**src/achp_pkg.sv**
```systemverilog
// constants shared by the card host port and its fifo
package achp_pkg;
  // widths and fifo depth
  localparam int unsigned DATA_W = 16;
  localparam int unsigned ADDR_W = 3;
  localparam int unsigned FIFO_DEPTH = 4;
  // clock period and bus timing, in ns
  localparam int unsigned CLK_PERIOD_NS = 8;
  localparam int unsigned SETUP_NS = 70;
  localparam int unsigned STROBE_NS = 165;
  localparam int unsigned HOLD_NS = 30;
  // least times round up to whole cycles
  localparam int unsigned SETUP_CYC = (SETUP_NS + CLK_PERIOD_NS - 1) / CLK_PERIOD_NS;
  localparam int unsigned STROBE_CYC = (STROBE_NS + CLK_PERIOD_NS - 1) / CLK_PERIOD_NS;
  localparam int unsigned HOLD_CYC = (HOLD_NS + CLK_PERIOD_NS - 1) / CLK_PERIOD_NS;
  localparam int unsigned CNT_W = 5;
  // bus cycle sequencer, gray codes along the path
  typedef enum logic [2:0] {
    ACHP_IDLE = 3'h0,
    ACHP_SETUP = 3'h1,
    ACHP_STROBE = 3'h3,
    ACHP_HOLD = 3'h2
  } achp_state_t;
endpackage
```
**src/achp_fifo.sv**
```systemverilog
// small valid/ready fifo holding words read from the card
`timescale 1ns/10ps
module achp_fifo #(
  parameter int unsigned WIDTH = 16,
  parameter int unsigned DEPTH = 4
) (
  input wire logic clk,
  input wire logic rst_n,
  input wire logic in_valid,
  output logic in_ready,
  input wire logic [WIDTH-1:0] in_data,
  output logic out_valid,
  input wire logic out_ready,
  output logic [WIDTH-1:0] out_data
);
  localparam int unsigned PW = $clog2(DEPTH);
  // storage array
  logic [WIDTH-1:0] mem [DEPTH];
  logic [PW-1:0] wr_ptr;
  logic [PW-1:0] rd_ptr;
  logic [PW:0] count; // occupancy, one bit wider for full
  wire push = in_valid && in_ready;
  wire pop = out_valid && out_ready;
  assign in_ready = (count != (PW+1)'(DEPTH));
  assign out_valid = (count != '0);
  assign out_data = mem[rd_ptr];

  // pointers and occupancy
  always_ff @(posedge clk or negedge rst_n) begin
    if (!rst_n) begin
      wr_ptr <= '0;
      rd_ptr <= '0;
      count <= '0;
    end else begin
      if (push) wr_ptr <= (wr_ptr == PW'(DEPTH - 1)) ? '0 : wr_ptr + 1'b1;
      if (pop) rd_ptr <= (rd_ptr == PW'(DEPTH - 1)) ? '0 : rd_ptr + 1'b1;
      count <= count + (PW+1)'(push) - (PW+1)'(pop);
    end
  end

  // storage write, no reset needed on data
  always_ff @(posedge clk) begin
    if (push) mem[wr_ptr] <= in_data;
  end
endmodule

```
**src/achp_host_port.sv**
```systemverilog
// ide-compatible card host port: bus cycle sequencer, pins, read fifo
`timescale 1ns/10ps
module achp_host_port (
  input wire logic ref_clk,
  input wire logic arst_n,
  // user request side
  input wire logic req_valid, // start a bus cycle
  output logic req_ready, // sequencer idle, room for read data, card present and out of hardware reset
  input wire logic req_write, // 1 write, 0 read
  input wire logic req_alt, // target the alternate register group
  input wire logic req_data, // 16-bit data transfer, else task-file byte
  input wire logic [2:0] req_addr,
  input wire logic [15:0] req_wdata,
  output logic rd_valid,
  input wire logic rd_ready,
  output logic [15:0] rd_data,
  input wire logic card_reset_req, // hold card in hardware reset
  output logic card_present,
  output logic card_irq_pending,
  output logic card_is_ready,
  // card pins
  output logic card_select_primary_n,
  output logic card_select_alternate_n,
  output logic reg_addr_bit2,
  output logic reg_addr_bit1,
  output logic reg_addr_bit0,
  output logic card_read_strobe_n,
  output logic card_write_strobe_n,
  output logic card_hw_reset_n,
  input wire logic [7:0] card_data_hi_in,
  input wire logic [7:0] card_data_lo_in,
  output logic [7:0] card_data_hi_out,
  output logic [7:0] card_data_lo_out,
  output logic card_data_oe_n, // low while this end drives the bus
  input wire logic card_irq,
  input wire logic card_ready_in,
  input wire logic card_detect_a_n,
  input wire logic card_detect_b_n
);
  ////////////////////////////////////////////////////////////////
  // reset release through two flops
  logic rst_s1;
  logic rst_n;
  always_ff @(posedge ref_clk or negedge arst_n) begin
    if (!arst_n) begin
      rst_s1 <= 1'b0;
      rst_n <= 1'b0;
    end else begin
      rst_s1 <= 1'b1;
      rst_n <= rst_s1;
    end
  end

  ////////////////////////////////////////////////////////////////
  // pin input synchronisers; first stage read only by second
  logic [3:0] sync1;
  logic [3:0] sync2;
  logic [15:0] din_s1;
  logic [15:0] din_s2; // read data, both bytes
  always_ff @(posedge ref_clk or negedge rst_n) begin
    if (!rst_n) begin
      sync1 <= 4'hF;
      sync2 <= 4'hF;
      din_s1 <= 16'h0000;
      din_s2 <= 16'h0000;
    end else begin
      sync1 <= {card_irq, card_ready_in, card_detect_a_n, card_detect_b_n};
      sync2 <= sync1;
      din_s1 <= {card_data_hi_in, card_data_lo_in};
      din_s2 <= din_s1;
    end
  end
  // irq reset value of the chain reads as pending only after the card drives it
  assign card_irq_pending = sync2[3] && card_present;
  assign card_is_ready = sync2[2];
  assign card_present = !sync2[1] && !sync2[0];

  ////////////////////////////////////////////////////////////////
  // read data fifo
  logic fifo_in_valid;
  logic fifo_in_ready;
  logic [15:0] fifo_in_data;
  achp_fifo #(.WIDTH(achp_pkg::DATA_W), .DEPTH(achp_pkg::FIFO_DEPTH)) u_fifo (
    .clk(ref_clk),
    .rst_n(rst_n),
    .in_valid(fifo_in_valid),
    .in_ready(fifo_in_ready),
    .in_data(fifo_in_data),
    .out_valid(rd_valid),
    .out_ready(rd_ready),
    .out_data(rd_data)
  );

  ////////////////////////////////////////////////////////////////
  // sequencer state
  achp_pkg::achp_state_t state;
  achp_pkg::achp_state_t next_state;
  logic [achp_pkg::CNT_W-1:0] cnt;
  logic cyc_write; // latched request
  logic cyc_alt;
  logic cyc_data;
  logic [2:0] cyc_addr;
  logic [15:0] cyc_wdata;
  logic cyc_active; // selects asserted
  logic push_pulse;

  // a read is taken only with room in the fifo: back-pressure stalls the bus
  wire idle = (state == achp_pkg::ACHP_IDLE);
  assign req_ready = idle && fifo_in_ready && card_present && card_hw_reset_n;
  wire take = req_valid && req_ready;
  wire cnt_done = (cnt == '0);
  wire ready_hi = sync2[2];

  // next-state decode
  always_comb begin
    next_state = state;
    unique case (state)
      achp_pkg::ACHP_IDLE: if (take) next_state = achp_pkg::ACHP_SETUP;
      achp_pkg::ACHP_SETUP: if (cnt_done) next_state = achp_pkg::ACHP_STROBE;
      // strobe stretched while ready low
      achp_pkg::ACHP_STROBE: if (cnt_done && ready_hi) next_state = achp_pkg::ACHP_HOLD;
      achp_pkg::ACHP_HOLD: if (cnt_done) next_state = achp_pkg::ACHP_IDLE;
      default: next_state = achp_pkg::ACHP_IDLE;
    endcase
  end

  // state and phase counter
  always_ff @(posedge ref_clk or negedge rst_n) begin
    if (!rst_n) begin
      state <= achp_pkg::ACHP_IDLE;
      cnt <= '0;
    end else begin
      state <= next_state;
      if (take) cnt <= achp_pkg::CNT_W'(achp_pkg::SETUP_CYC - 1);
      else if (state == achp_pkg::ACHP_SETUP && cnt_done) cnt <= achp_pkg::CNT_W'(achp_pkg::STROBE_CYC - 1);
      else if (state == achp_pkg::ACHP_STROBE && cnt_done && ready_hi) cnt <= achp_pkg::CNT_W'(achp_pkg::HOLD_CYC - 1);
      else if (!cnt_done) cnt <= cnt - 1'b1;
    end
  end

  // request latch; address held stable for the whole cycle
  always_ff @(posedge ref_clk or negedge rst_n) begin
    if (!rst_n) begin
      cyc_write <= 1'b0;
      cyc_alt <= 1'b0;
      cyc_data <= 1'b0;
      cyc_addr <= 3'h0;
      cyc_wdata <= 16'h0000;
    end else if (take) begin
      cyc_write <= req_write;
      cyc_alt <= req_alt;
      cyc_data <= req_data;
      cyc_addr <= req_addr;
      // register writes carry only the low byte
      cyc_wdata <= req_data ? req_wdata : {8'h00, req_wdata[7:0]};
    end
  end

  ////////////////////////////////////////////////////////////////
  // pin drivers, all registered
  wire strobe_next = (next_state == achp_pkg::ACHP_STROBE);
  wire active_next = (next_state != achp_pkg::ACHP_IDLE);
  wire sample = (state == achp_pkg::ACHP_STROBE) && (next_state == achp_pkg::ACHP_HOLD) && !cyc_write;
  always_ff @(posedge ref_clk or negedge rst_n) begin
    if (!rst_n) begin
      cyc_active <= 1'b0;
      card_select_primary_n <= 1'b1;
      card_select_alternate_n <= 1'b1;
      card_read_strobe_n <= 1'b1;
      card_write_strobe_n <= 1'b1;
      card_data_oe_n <= 1'b1;
      card_hw_reset_n <= 1'b0;
      push_pulse <= 1'b0;
      fifo_in_data <= 16'h0000;
    end else begin
      cyc_active <= active_next;
      card_select_primary_n <= !(active_next && !(take ? req_alt : cyc_alt));
      card_select_alternate_n <= !(active_next && (take ? req_alt : cyc_alt));
      card_read_strobe_n <= !(strobe_next && !cyc_write);
      card_write_strobe_n <= !(strobe_next && cyc_write);
      // bus driven only during a write cycle
      card_data_oe_n <= !(active_next && (take ? req_write : cyc_write));
      card_hw_reset_n <= !card_reset_req;
      push_pulse <= sample;
      // read sampled as strobe ends; task-file read keeps low byte
      if (sample) fifo_in_data <= cyc_data ? din_s2 : {8'h00, din_s2[7:0]};
    end
  end
  assign fifo_in_valid = push_pulse;

  // address and write data outputs
  assign reg_addr_bit2 = cyc_addr[2];
  assign reg_addr_bit1 = cyc_addr[1];
  assign reg_addr_bit0 = cyc_addr[0];
  assign card_data_hi_out = cyc_wdata[15:8];
  assign card_data_lo_out = cyc_wdata[7:0];
endmodule

```
**config.mk**
```make
export PLATFORM = sky130hd
export DESIGN_NAME = achp_host_port
export DESIGN_NICKNAME = d
export VERILOG_FILES = /design/src/achp_pkg.sv /design/src/achp_fifo.sv /design/src/achp_host_port.sv
export SDC_FILE = /design/constraint.sdc
export NUM_CORES = 1
export LEC_CHECK = 0
export ABC_AREA = 0
export BUFFER_PORTS_ARGS = -buffer_cell sky130_fd_sc_hd__buf_2
export CELL_PAD_IN_SITES_DETAIL_PLACEMENT = 0
export CELL_PAD_IN_SITES_GLOBAL_PLACEMENT = 2
export CORE_MARGIN = 5
export CORE_UTILIZATION = 36
export CTS_CLUSTER_SIZE = 24
export DETAILED_ROUTE_END_ITERATION = 8
export GPL_ROUTABILITY_DRIVEN = 0
export PLACE_DENSITY_LB_ADDON = 0.1
export SETUP_SLACK_MARGIN = 0.3
export SYNTH_ARGS = -nofsm -noshare
export SYNTH_HDL_FRONTEND = slang
export SYNTH_SLANG_ARGS = --single-unit
```
**constraint.sdc**
```tcl
create_clock -name ref_clk -period 6.9 [get_ports ref_clk]
set_input_delay 1.035 -clock ref_clk [delete_from_list [all_inputs] [get_ports ref_clk]]
set_output_delay 1.035 -clock ref_clk [all_outputs]
set_load 0.02 [all_outputs]
```
==> key figures <==
Synth
  – Count leader, synth: dfrtp_1
  – Synth area leader: dfrtp_1
  – Synthesized netlist cell count: 383
  – Average size of a mapped cell: 15.6 sq um
  – Async SR Flop Fraction: 0.614
  – Post-Synthesis Cell Area: 5980 sq um
  – #FFs+latches synth: 166
  – Synth Area in Adders: 0.0222
  – Unique masters post-synth: 42
  – Top FF cell, synth: dfrtp_1
  – Yosys warns: 0
  – Post-synth top area share: 0.373
  – Most instantiated cells after synthesis: dfrtp_1, nand2_1, edfxtp_1
  – Post-synth EDFFs: 64
  – Mux cell area share after synthesis: 0.0808
  – Synth Area in Simple Gates: 0.0902
  – Net count after synthesis: 440
  – Synth top area cells: dfrtp_1, edfxtp_1, mux4_2
  – Main combinational cell family by area after synthesis: simple AND/OR/NAND/NOR gates
  – Post-synthesis sequential area ratio: 0.751
  – Synth Area in Compound Gates: 0.0245
  – Post-Synth XOR/XNOR Area: 0.00733

Clock network
  – CTS tree: built
  – CTS Hold Bufs: 0
  – Clock-pin slew on the worst setup and hold paths: 0.06 ns
  – Post-CTS Resized: 0
  – Clk sinks: 166
  – Worst skew pair latency: 0.42 ns
  – Total CTS buffers: 17
  – Root Driver: clkbuf_16
  – Post-CTS Setup Bufs: 0
  – Max Root-Sink Buffers: 2
  – Max H-tree Level: 4

Place
  – DP Worst Slack: 3.85 ns
  – Post-Place Cell Area: 6650 sq um
  – Hpwl dp: 7.09 mm
  – Placed Instances: 681
  – Buffers on Ports: 92

Layout
  – Fin nets: 537
  – Final instance area: 7230 sq um
  – Share of cells above drive strength 1: 0.337
  – Area growth, synth to finish: 21.0%
  – Antenna Cells: 0
  – Finished Layout Cells: 713
  – Fill cells: 1507

Route
  – Vias/cell: 4.54
  – Routed metal-1 wirelength: 4.83 mm
  – Initial DRC count: 69
  – DRC Markers: 0
  – Drt total wl: 11.3 mm
  – ANT nets after route: 0
  – Uppermost routed layer: met5
  – WL met3: 641 um
  – Met2 wire len: 5.67 mm
  – Vias: 3234
  – TritonRoute pass-1 iters: 5
  – Routed len/inst: 15.9 um

Worst setup path
  – CP Capture Type: output port
  – Critical Path RT: 5.86 ns
  – FF-to-FF End: card_write_strobe_n
  – Crit path DAT: 2.30 ns
  – Critical path fanouts, max: 19
  – R2R Setup Slk: 4.08 ns
  – Crit Path Class: register to output port
  – Crit path launch type: register
  – Reg2Reg Depth: 4
  – Worst r2r src: state[2]

Timing
  – Setup ws final: 3.57 ns
  – Max-slew headroom: 0.258
  – Final hold vios: 0
  – Final period util: 0.483
  – RSZ-0062 raised after global routing: false
  – Pins Over Slew Limit: 0
  – Setup TNS Final: 0 ns
  – Minimum clock period: 3.33 ns
  – Hold_ws: 0.257 ns
  – Setup violations, final: 0
  – Worst-margin pin slew: 1.11 ns
  – Clk_skew: 0.0109 ns
  – Fmax: 300 MHz

Floorplanning
  – Die ar.: 19300 sq um
  – Die width: 139 um
  – Initial core utilization: 0.364
  – I/O pin cnt: 93
  – Core Region: 16400 sq um
  – Row count: 47
  – Die height: 139 um

Power and ir drop
  – Power per Cell Area: 343 nW/um^2
  – Internal power: 1.81 mW
  – P_leak: 2.96 nW
  – Part of the power in the clock network: 0.376
  – Sw Share: 0.270
  – Reg power frac: 0.493
  – VDD IR max: 0.153 mV
  – Logic pwr share: 0.130
  – Psw: 0.670 mW

Global route
  – Number of global-route vias before repair: 3444
  – GRT Overall Usage: 0.124
  – Pin count of the biggest net entering global routing: 74
  – First-pass GRT wire length: 18.4 mm
  – Overflow after GRT: 0
  – Antenna violations before repair: 2

Run status
  – Outcome: finished clean

Worst hold path
  – Hold crit path type: register to asynchronous set/reset pin

Job
  – Max-Cap Viols: 0
-- layout by cell type (no fill, tap or decap), types with 3 or more instances in the layout --
cell type	synthesis	routed
buf_2	4	92
dfrtp_1	89	88
nand2_1	81	81
edfxtp_1	64	64
clkbuf_16	0	17
mux4_2	16	16
o21ai_0	15	15
inv_1	13	13
dfstp_2	13	13
nand3_1	10	10
ha_1	9	9
nor2_1	6	6
mux2_2	6	6
a21oi_1	5	5
and3_1	5	5
xnor2_1	4	4
inv_6	0	4
a22oi_1	3	3
mux2_4	3	3
-- registers in the layout, indices dropped and copies added (netlist names), 2 cells and up --
| name | cells |
|---|---|
| cyc_wdata | 16 |
| u_fifo.mem | 64 |
| fifo_in_data | 16 |
| u_fifo.rd_ptr | 2 |
| u_fifo.count | 3 |
| sync1 | 4 |
| din_s2 | 16 |
| state | 3 |
| cyc_addr | 3 |
| u_fifo.wr_ptr | 2 |
| cnt | 5 |
| sync2 | 4 |
| din_s1 | 16 |
-- metrics by stage --
stage	utilization	total power, mW
floorplan	-	1.46
detailed placement	0.405	1.58
CTS	0.441	2.53
global route	0.441	2.62
finish	0.441	2.48
global placement	0.405	1.57
-- how the worst max path moves through the flow --
stage | start | endpoint | cells after the start
5_1_grt | u_fifo.rd_ptr[0] | rd_data[9] | 2
3_5_place_dp | req_valid | card_write_strobe_n | 4
6_report | u_fifo.rd_ptr[0] | rd_data[1] | 2
2_1_floorplan | rst_n | card_hw_reset_n | 0
4_1_cts | u_fifo.rd_ptr[0] | rd_data[1] | 2
3_3_place_gp | req_valid | card_write_strobe_n | 4
-- worst max-delay path: stages, from the launching register on --
cell and delay, ns:
dfrtp_1 1.08, mux4_2 0.62, buf_2 0.18
-- power groups by stage --
stage / Combinational (mW) / Clock, mW / Sequential [mW]
global route: 0.364 / 1.01 / 1.24
floorplan: 0.230 / 0 / 1.23
global placement: 0.323 / 0 / 1.25
CTS: 0.331 / 0.966 / 1.23
finish: 0.323 / 0.934 / 1.22
detailed placement: 0.332 / 0 / 1.25
-- logic make-up after synthesis --
family / count (synthesis)
xor gates and xnor gates: 5
buffers and inverters: 29
adders and majority gates: 10
muxes: 26
other: 2
and+or+nand+nor: 119
AOI/OAI and AO/OA: 26
DFF: 166
-- per-layer routing --
layer / global-route usage / vias up
met1: 0.147 / 1608
met2: 0.202 / 72
met3: 0.0490 / 17
met5: 0 / -
li1: - / 1533
met4: 0.0479 / 4
-- area by class of cell --
cell class,count,area [sq um],share of cell area
flip-flops and latches,166,4490,0.621
inverters,13,48.8,0.00675
multi-input cells,188,1350,0.187
clock buffers,18,439,0.0607
well taps,220,275,0.0381
repair buffers,94,475,0.0657
clock inverters,14,148,0.0204
Power figures use the tool's default switching activity.
